`config.mk`:
```
export PLATFORM = sky130hd
export DESIGN_NAME = operand_address_generator
export DESIGN_NICKNAME = d
export VERILOG_FILES = /design/src/hdl/offset_adder.v /design/src/hdl/operand_address_generator.v
export VERILOG_INCLUDE_DIRS = /design/src /design/src/hdl
export SDC_FILE = /design/constraint.sdc
export NUM_CORES = 1
export LEC_CHECK = 0
export ABC_AREA = 0
export BUFFER_PORTS_ARGS = -buffer_cell sky130_fd_sc_hd__buf_2
export CAP_MARGIN = 20
export CORE_AREA = 2 2 224 116
export DETAILED_ROUTE_END_ITERATION = 10
export DIE_AREA = 0 0 226 118
export GPL_TIMING_DRIVEN = 0
export PLACE_DENSITY = 0.83
export SETUP_SLACK_MARGIN = 0.3
export SYNTH_ARGS = -nofsm -noshare
export SYNTH_HDL_FRONTEND = slang
export SYNTH_SLANG_ARGS = --single-unit
```
`constraint.sdc`:
```
create_clock -name clk -period 8.9 [get_ports clk]
set_input_delay 1.335 -clock clk [delete_from_list [all_inputs] [get_ports clk]]
set_output_delay 1.335 -clock clk [all_outputs]
set_load 0.1 [all_outputs]
```
`src/hdl/oag_defs.vh`:
```
// constants for the operand address generator
`ifndef OAG_DEFS_VH
`define OAG_DEFS_VH
// addressing modes
`define AM_REG        3'h0
`define AM_IMM        3'h1
`define AM_DIRECT     3'h2
`define AM_REG_IND    3'h3
`define AM_BASED      3'h4
`define AM_INDEXED    3'h5
`define AM_BASED_IDX  3'h6
`define AM_BIDX_DISP  3'h7
// request kinds
`define KIND_FETCH    3'h0
`define KIND_DATA     3'h1
`define KIND_STACK    3'h2
`define KIND_STRING   3'h3
`define KIND_IO       3'h4
`define KIND_INT      3'h5
// segment codes
`define SEG_ES        2'h0
`define SEG_CS        2'h1
`define SEG_SS        2'h2
`define SEG_DS        2'h3
// base / index selectors
`define BASE_GBR      1'h0
`define BASE_BP       1'h1
`define IDX_SI        1'h0
`define IDX_DI        1'h1
// interrupt sources
`define INT_SRC_HW    2'h0
`define INT_SRC_SW    2'h1
`define INT_SRC_EXC   2'h2
// reserved port window
`define IO_RSV_LO     16'h00f8
`define IO_RSV_HI     16'h00ff
// string length limit in bytes
`define STR_MAX_BYTES 17'h10000
// interrupt push sequence length
`define INT_PUSHES    2'h3
`endif

```
`src/hdl/offset_adder.v`:
```
// three-term offset adder with 8-bit displacement sign extension
`timescale 1ns/1ps
module offset_adder (
    input  wire [15:0] base_val,    // base term, zero when unused
    input  wire [15:0] index_val,   // index term, zero when unused
    input  wire [15:0] disp_raw,    // displacement as carried
    input  wire        disp_wide,   // displacement is 16 bits
    input  wire        disp_use,    // displacement contributes
    output wire [15:0] offset       // wrapped sum
);
    // zeroed, sign-extended or unchanged displacement
    wire [15:0] disp_ext;
    // full sum including the carry
    wire [17:0] sum_full;

    assign disp_ext = !disp_use ? 16'h0000 :
                      disp_wide ? disp_raw : {{8{disp_raw[7]}}, disp_raw[7:0]};
    assign sum_full = {2'h0, base_val} + {2'h0, index_val} + {2'h0, disp_ext};
    assign offset = sum_full[15:0];
endmodule

```
`src/hdl/operand_address_generator.v`:
```
// operand, memory, port and interrupt-return address generation
`timescale 1ns/1ps
`include "oag_defs.vh"

// Overview of operation
// - addresses are segment base plus offset
// - default segment unless override prefix given, except for fetch and string destination
// - offset sums displacement, base and index
// - offset addition wraps modulo 65536
// - byte displacement sign extended to word
// - direct mode uses displacement only
// - register indirect uses register unchanged
// - based adds displacement to base register
// - indexed adds displacement to index register
// - based indexed adds base and index
// - based indexed displacement adds all three
// - register or immediate operands without memory
// - port space byte or word wide
// - port from 8-bit field or pointer
// - byte port address zero extended
// - interrupt pushes code segment, pointer, status
// - software and exception interrupts accepted, hardware only when non-maskable or enabled
// - signed operands two's complement, ordinals binary
// - packed decimal two digits per byte
// - default segment chosen by reference kind
module operand_address_generator (
    input  wire        clk,                    // core clock
    input  wire        rst,                    // synchronous reset, high
    // request from the decoder
    input  wire        req_valid,              // request strobe
    output wire        req_ready,              // accepting requests
    input  wire [2:0]  req_kind,               // fetch, data, stack, string, io, int
    input  wire [2:0]  addr_mode,              // addressing mode
    input  wire        base_sel,               // general base or base pointer
    input  wire        index_sel,              // source or destination index
    input  wire [15:0] displacement,           // displacement or immediate
    input  wire        disp_wide,              // displacement is 16 bits
    input  wire        seg_override,           // override prefix present
    input  wire [1:0]  seg_override_sel,       // override segment code
    input  wire        operand_wide,           // word operand
    input  wire        operand_signed,         // integer rather than ordinal
    input  wire        operand_packed,         // packed decimal operand
    input  wire [15:0] reg_operand,            // general register value
    input  wire        io_use_pointer,         // port from pointer register
    input  wire [16:0] string_len,             // string length in bytes
    input  wire [1:0]  int_source,             // interrupt source class
    input  wire        int_nmi,                // hardware request non-maskable
    input  wire        int_enable,             // maskable requests allowed
    input  wire [15:0] int_vector_cs,          // new code segment
    input  wire [15:0] int_vector_ip,          // new instruction pointer
    // register file values
    input  wire [15:0] general_base_register,  // general base
    input  wire [15:0] base_pointer,           // base pointer
    input  wire [15:0] source_index,           // source index
    input  wire [15:0] destination_index,      // destination index
    input  wire [15:0] port_pointer_register,  // port pointer
    input  wire [15:0] instruction_pointer,    // current pointer
    input  wire [15:0] status_word,            // flags
    input  wire [15:0] stack_pointer,          // stack pointer
    input  wire [15:0] code_segment,           // segment registers
    input  wire [15:0] stack_segment,
    input  wire [15:0] data_segment,
    input  wire [15:0] extra_segment,
    // answer to the bus interface unit
    output reg         out_valid,              // one-cycle result strobe
    output reg         out_is_mem,             // memory access
    output reg         out_is_io,              // port access
    output reg         out_is_write,           // stack push write
    output reg  [15:0] out_segment,            // segment base
    output reg  [15:0] out_offset,             // offset
    output reg  [19:0] out_phys,               // physical address
    output reg  [15:0] out_data,               // operand or push data
    output reg  [31:0] out_operand_ext,        // operand extended to 32 bits
    output reg         io_word,                // word-wide port
    output reg         io_reserved,            // port in reserved window
    output reg         str_len_err,            // string length out of range
    output reg         int_taken,              // interrupt accepted pulse
    output reg         int_done,               // new location loaded pulse
    output reg  [15:0] new_cs,                 // resumed code segment
    output reg  [15:0] new_ip                  // resumed pointer
);
    // ****************************************************
    // functions
    // ****************************************************

    // physical address from segment and offset
    function [19:0] phys_addr;
        input [15:0] seg;
        input [15:0] off;
        begin
            phys_addr = {seg, 4'h0} + {4'h0, off};
        end
    endfunction

    // segment register value from a code
    function [15:0] seg_value;
        input [1:0]  code;
        input [15:0] es_v;
        input [15:0] cs_v;
        input [15:0] ss_v;
        input [15:0] ds_v;
        begin
            case (code)
                `SEG_ES: seg_value = es_v;
                `SEG_CS: seg_value = cs_v;
                `SEG_SS: seg_value = ss_v;
                default: seg_value = ds_v;
            endcase
        end
    endfunction

    // ****************************************************
    // state
    // ****************************************************

    localparam ST_IDLE  = 2'h0;  // accepting requests
    localparam ST_PUSH  = 2'h1;  // pushing return context
    localparam ST_JUMP  = 2'h2;  // loading new location

    reg  [1:0]  state_q;         // control state
    reg  [1:0]  state_d;
    reg  [1:0]  push_cnt_q;      // pushes done
    reg  [1:0]  push_cnt_d;
    reg  [15:0] sp_q;            // working stack pointer
    reg  [15:0] sp_d;
    reg  [15:0] sav_cs_q;        // captured code segment
    reg  [15:0] sav_ip_q;        // captured pointer
    reg  [15:0] sav_sw_q;        // captured status word
    reg  [15:0] sav_ss_q;        // captured stack segment
    reg  [15:0] vec_cs_q;        // captured target segment
    reg  [15:0] vec_ip_q;        // captured target pointer

    // ****************************************************
    // offset selection
    // ****************************************************

    reg  [15:0] base_term;       // base contribution
    reg  [15:0] index_term;      // index contribution
    reg         disp_use;        // displacement contribution
    wire [15:0] ea_offset;       // effective offset
    reg  [1:0]  def_seg;         // default segment code
    wire [1:0]  seg_code;        // chosen segment code
    wire [15:0] seg_base;        // chosen segment value
    wire [15:0] port_addr;       // port address
    wire        mem_mode;        // mode reaches memory

    // terms per addressing mode
    always @* begin
        base_term  = 16'h0000;
        index_term = 16'h0000;
        disp_use   = 1'b0;
        case (addr_mode)
            `AM_DIRECT: begin
                disp_use = 1'b1;
            end
            `AM_REG_IND: begin
                if (disp_wide)
                    index_term = (index_sel == `IDX_DI) ? destination_index : source_index;
                else
                    base_term = (base_sel == `BASE_BP) ? base_pointer : general_base_register;
            end
            `AM_BASED: begin
                base_term = (base_sel == `BASE_BP) ? base_pointer : general_base_register;
                disp_use  = 1'b1;
            end
            `AM_INDEXED: begin
                index_term = (index_sel == `IDX_DI) ? destination_index : source_index;
                disp_use   = 1'b1;
            end
            `AM_BASED_IDX: begin
                base_term  = (base_sel == `BASE_BP) ? base_pointer : general_base_register;
                index_term = (index_sel == `IDX_DI) ? destination_index : source_index;
            end
            `AM_BIDX_DISP: begin
                base_term  = (base_sel == `BASE_BP) ? base_pointer : general_base_register;
                index_term = (index_sel == `IDX_DI) ? destination_index : source_index;
                disp_use   = 1'b1;
            end
            default: begin
                disp_use = 1'b0;
            end
        endcase
    end

    offset_adder u_adder (
        .base_val  (base_term),
        .index_val (index_term),
        .disp_raw  (displacement),
        .disp_wide (disp_wide),
        .disp_use  (disp_use),
        .offset    (ea_offset)
    );

    assign mem_mode = (addr_mode != `AM_REG) && (addr_mode != `AM_IMM);

    // default segment per reference kind
    always @* begin
        case (req_kind)
            `KIND_FETCH:  def_seg = `SEG_CS;
            `KIND_STACK:  def_seg = `SEG_SS;
            `KIND_STRING: def_seg = (index_sel == `IDX_DI) ? `SEG_ES : `SEG_DS;
            default: begin
                if (addr_mode != `AM_DIRECT && addr_mode != `AM_INDEXED &&
                    base_sel == `BASE_BP && base_term == base_pointer &&
                    addr_mode != `AM_REG_IND)
                    def_seg = `SEG_SS;
                else if (addr_mode == `AM_REG_IND && !disp_wide && base_sel == `BASE_BP)
                    def_seg = `SEG_SS;
                else
                    def_seg = `SEG_DS;
            end
        endcase
    end

    assign seg_code = (seg_override && req_kind != `KIND_FETCH &&
                       !(req_kind == `KIND_STRING && index_sel == `IDX_DI)) ?
                      seg_override_sel : def_seg;
    assign seg_base = seg_value(seg_code, extra_segment, code_segment,
                                stack_segment, data_segment);

    assign port_addr = io_use_pointer ? port_pointer_register : {8'h00, displacement[7:0]};

    assign req_ready = (state_q == ST_IDLE);

    // ****************************************************
    // control state machine
    // ****************************************************

    // next state and stack pointer
    always @* begin
        state_d    = state_q;
        push_cnt_d = push_cnt_q;
        sp_d       = sp_q;
        case (state_q)
            ST_IDLE: begin
                if (req_valid && req_kind == `KIND_INT &&
                    (int_source != `INT_SRC_HW || int_nmi || int_enable)) begin
                    state_d    = ST_PUSH;
                    push_cnt_d = 2'h0;
                    sp_d       = stack_pointer;
                end
            end
            ST_PUSH: begin
                sp_d       = sp_q - 16'h0002;
                push_cnt_d = push_cnt_q + 2'h1;
                if (push_cnt_q == `INT_PUSHES - 2'h1)
                    state_d = ST_JUMP;
            end
            ST_JUMP: begin
                state_d = ST_IDLE;
            end
            default: begin
                state_d = ST_IDLE;
            end
        endcase
    end

    // state registers and captured context
    always @(posedge clk) begin
        if (rst) begin
            state_q    <= ST_IDLE;
            push_cnt_q <= 2'h0;
            sp_q       <= 16'h0000;
            sav_cs_q   <= 16'h0000;
            sav_ip_q   <= 16'h0000;
            sav_sw_q   <= 16'h0000;
            sav_ss_q   <= 16'h0000;
            vec_cs_q   <= 16'h0000;
            vec_ip_q   <= 16'h0000;
        end else begin
            state_q    <= state_d;
            push_cnt_q <= push_cnt_d;
            sp_q       <= sp_d;
            // capture context on acceptance
            if (state_q == ST_IDLE && state_d == ST_PUSH) begin
                sav_cs_q <= code_segment;
                sav_ip_q <= instruction_pointer;
                sav_sw_q <= status_word;
                sav_ss_q <= stack_segment;
                vec_cs_q <= int_vector_cs;
                vec_ip_q <= int_vector_ip;
            end
        end
    end

    // ****************************************************
    // output registers
    // ****************************************************

    // registered answer
    always @(posedge clk) begin
        if (rst) begin
            out_valid       <= 1'b0;
            out_is_mem      <= 1'b0;
            out_is_io       <= 1'b0;
            out_is_write    <= 1'b0;
            out_segment     <= 16'h0000;
            out_offset      <= 16'h0000;
            out_phys        <= 20'h00000;
            out_data        <= 16'h0000;
            out_operand_ext <= 32'h00000000;
            io_word         <= 1'b0;
            io_reserved     <= 1'b0;
            str_len_err     <= 1'b0;
            int_taken       <= 1'b0;
            int_done        <= 1'b0;
            new_cs          <= 16'h0000;
            new_ip          <= 16'h0000;
        end else begin
            out_valid    <= 1'b0;
            out_is_write <= 1'b0;
            int_taken    <= 1'b0;
            int_done     <= 1'b0;
            if (state_q == ST_IDLE && req_valid) begin
                if (req_kind == `KIND_IO) begin
                    out_valid   <= 1'b1;
                    out_is_mem  <= 1'b0;
                    out_is_io   <= 1'b1;
                    out_segment <= 16'h0000;
                    out_offset  <= port_addr;
                    out_phys    <= {4'h0, port_addr};
                    io_word     <= operand_wide;
                    io_reserved <= (port_addr >= `IO_RSV_LO) && (port_addr <= `IO_RSV_HI);
                end else if (req_kind == `KIND_INT) begin
                    // accepted only when not masked
                    int_taken <= (state_d == ST_PUSH);
                end else if (mem_mode) begin
                    out_valid   <= 1'b1;
                    out_is_mem  <= 1'b1;
                    out_is_io   <= 1'b0;
                    out_segment <= seg_base;
                    out_offset  <= ea_offset;
                    out_phys    <= phys_addr(seg_base, ea_offset);
                    str_len_err <= (req_kind == `KIND_STRING) &&
                                   ((string_len == 17'h00000) ||
                                    (string_len > `STR_MAX_BYTES));
                end else begin
                    out_valid  <= 1'b1;
                    out_is_mem <= 1'b0;
                    out_is_io  <= 1'b0;
                    out_data   <= (addr_mode == `AM_IMM) ? displacement : reg_operand;
                    if (operand_packed)
                        out_operand_ext <= {24'h000000, out_data_digits(reg_operand[7:0])};
                    else if (operand_wide)
                        out_operand_ext <= {{16{operand_signed &
                                              ((addr_mode == `AM_IMM) ? displacement[15]
                                                                       : reg_operand[15])}},
                                            (addr_mode == `AM_IMM) ? displacement : reg_operand};
                    else
                        out_operand_ext <= {{24{operand_signed &
                                              ((addr_mode == `AM_IMM) ? displacement[7]
                                                                       : reg_operand[7])}},
                                            (addr_mode == `AM_IMM) ? displacement[7:0]
                                                                   : reg_operand[7:0]};
                end
            end else if (state_q == ST_PUSH) begin
                out_valid    <= 1'b1;
                out_is_mem   <= 1'b1;
                out_is_io    <= 1'b0;
                out_is_write <= 1'b1;
                out_segment  <= sav_ss_q;
                out_offset   <= sp_q - 16'h0002;
                out_phys     <= phys_addr(sav_ss_q, sp_q - 16'h0002);
                case (push_cnt_q)
                    2'h0:    out_data <= sav_cs_q;
                    2'h1:    out_data <= sav_ip_q;
                    default: out_data <= sav_sw_q;
                endcase
            end else if (state_q == ST_JUMP) begin
                int_done <= 1'b1;
                new_cs   <= vec_cs_q;
                new_ip   <= vec_ip_q;
            end
        end
    end

    // packed digit check: valid nibble kept, invalid digit forced to zero
    function [7:0] out_data_digits;
        input [7:0] b;
        begin
            out_data_digits = {(b[7:4] > 4'h9) ? 4'h0 : b[7:4],
                               (b[3:0] > 4'h9) ? 4'h0 : b[3:0]};
        end
    endfunction
endmodule

```
==> results.cfg <==
[floorplanning]
boundaryPins = 438
core-area_um2 = 24670
dieArea_um2 = 26670
placementRows = 41
die_h_um = 118
die_w_um = 226
initial_core_util_pct = 55.06

[pwr]
leakage_nw = 7.435
irDropWorstVdd_v = 0.0001405
p_per_area_nw_per_um2 = 202.4
totalPowerFinal_mw = 3.420

[critical_path]
cp.arrival_ns = 7.97
worstPathRequired_ns = 9.32
crit_path_frequent_cell = a21oi_1
crit_path_end_kind = register
path_max_fanout = 10
max_stage_delay_ns = 1.03
slowest_stage = o41ai_1
cp_cell_sequence = clkbuf_1 -> buf_1 -> mux2_2 -> nand2_1 -> fa_1 -> inv_1 -> ha_1 -> fa_1 -> a21o_1 -> a21oi_1 -> o21bai_1 -> a21oi_1 -> xnor2_1 -> ha_1 -> nand3_1 -> o221ai_1 -> o41ai_1 -> o21ai_0 -> a21oi_1 -> o21bai_1 -> nor4_2 -> mux2i_1 -> a21oi_1
critical_path.top_delay_family = compound AO/OA/AOI/OAI gates
path_class = in -> reg
crit_buf_inv = 3
cp-start-kind = input port

[sta]
setup_tns_ns = 0
timing.final.crit_share_pct = 84.82
skew_ns = 0.02208
holdWs_ns = 0.4533
rsz0062_at_grt = false
slew_viol_final = 0
slew_headroom_pct = 16.20
hold_viol = 0
finalSetupViolations = 0
worst_pin_slew_ns = 1.241
fmax_ghz = 0.1325
fin_crit_ns = 7.549

[drt]
final_antenna_net_count = 0
drt_iter0_markers = 2413
first_pass_iters = 6
vias_per_cell = 6.077
wl_um = 60250
vias = 15700
drc = 0
wl_per_cell_um = 23.32

[yosys]
synth_warnings = 0
ys_seq_area_share_pct = 35.07
synth_cells = 1765
synth_cell_types = 71
synth_edf_count = 0
syn-num-nets = 2121
ys_seq_elements = 238
async_flop_share_pct = 0
ys.flop_type = dfxtp_1
avgSynthCellArea_um2 = 7.698
syn_area_um2 = 13590

[placed_design]
gp_congestion = 1.101
portBuffers = 432
dpl.hpwl_um = 49270

[finish]
mostFrequentLayoutCells = 442 x buf_2, 374 x nand2_1, 238 x dfxtp_1, 237 x a21oi_1, 136 x nor2_1
area_delta_synth_final_pct = 24.33
drive_gt1_share_pct = 24.63
nFillCells = 2139
final_nets = 2579
final_common_cell = buf_2

[clocking]
cts_root_buf = clkbuf_16
postCtsSetupRepairBufs = 0
cts_max_level = 1
cts_tree = done
clock_latency_ns = 0.54
cts_buffers = 22
cts_buffer_depth = 3
holdBufCountCts = 0
clock-sinks = 238
path_clk_slew_ns = 0.07
ctsResizeCount = 0

[grt]
grt_pass1_vias = 14040
grt-ovfl-total = 0
grt_pass1_wl_um = 86700
grt_max_degree = 18
gr-usage-all-layers_pct = 43.66
antenna_found_initial = 6

[run]
maxCapViolations = 0

[run_status]
outcome = finished clean

[min_path]
hp-class = reg -> reg
-- cells by family after synthesis --
family / Yosys count / synth area share, %
AOI/OAI and AO/OA: 474 / 21.55
xor gates and xnor gates: 47 / 3.030
adders and majority gates: 60 / 6.520
buffers and inverters: 191 / 5.912
DFF: 238 / 35.07
muxes: 93 / 7.229
and+or+nand+nor: 662 / 20.69
-- layout make-up --
class	instances	area [um^2]	area share [%]
diodes	3	7.507	0.04444
well taps	344	430.4	2.548
flip-flops and latches	238	4765	28.21
inverters	49	183.9	1.089
plain buffers	142	619.3	3.666
multi-input cells	1336	8019	47.47
repair buffers	434	2175	12.87
clock inverters	8	82.58	0.4889
clock buffers	30	610.6	3.615
-- through the flow --
stage | instances | utilization (%) | area (um^2) | setup WS [ns]
after floorplan | 1765 | - | 13590 | 2.668
after global placement | 2541 | 65.57 | 16180 | 1.167
after detailed placement | 2542 | 65.60 | 16190 | 1.131
after CTS | 2580 | 68.41 | 16880 | 1.636
after global routing | 2583 | 68.45 | 16890 | 1.201
final | 2584 | 68.46 | 16890 | 1.351
-- where the power goes --
part / internal (mW) / switching [mW] / leakage (nW)
sequential: 1.11 / 0.0377 / 1.94
combinational: 0.396 / 0.917 / 5.16
clock: 0.514 / 0.442 / 0.340
total: 2.02 / 1.40 / 7.43
-- Yosys cell counts, drive strengths merged (18+ instances only) --
cell type,instances,area [um^2]
a211oi,52,390.4
a21oi,237,1186
a221oi,18,157.7
buf,34,214.0
clkbuf,108,405.4
dfxtp,238,4765
fa,18,360.4
ha,42,525.5
inv,49,183.9
mux2,41,461.7
mux2i,52,520.5
nand2,374,1404
nand3,21,105.1
nor2,137,516.8
nor3,48,245.2
o211ai,22,165.2
o21ai,53,265.3
xnor2,33,289.0
-- state kept, by name (all words and copies together) (netlist names), 2 cells and up --
register         cells
new_ip              16
sp_q                16
sav_ip_q            16
vec_ip_q            16
out_segment         16
vec_cs_q            16
sav_sw_q            16
state_q              2
sav_ss_q            16
sav_cs_q            16
out_data            16
out_operand_ext     17
out_offset          16
out_phys            16
push_cnt_q           2
new_cs              16
-- final timing paths --
check             slack (ns)      endpoint    startpoint  cells past startpoint
setup / recovery        1.35  out_phys[19]      base_sel                     23
hold / removal          0.45    new_ip[15]  vec_ip_q[15]                      2
setup reg to reg        4.01  out_phys[15]       sp_q[1]                     15
hold reg to reg         0.45    new_ip[15]  vec_ip_q[15]                      2
-- tightest hold or removal path, delay by kind of cell, from the launching register on --
kind	cells	cell delay, ns
compound gates	1	0.05
simple gates	1	0.05
flops	1	0.31
-- per-layer routing --
metal,GRT usage (%),up-vias,wire length [um]
li1,-,7061,-
met1,65.60,7480,26540
met2,56.29,1062,22610
met3,19.15,98,9807
met4,8.402,2,1285
met5,0,-,13
Note: power is estimated with default switching activity, not from simulation.
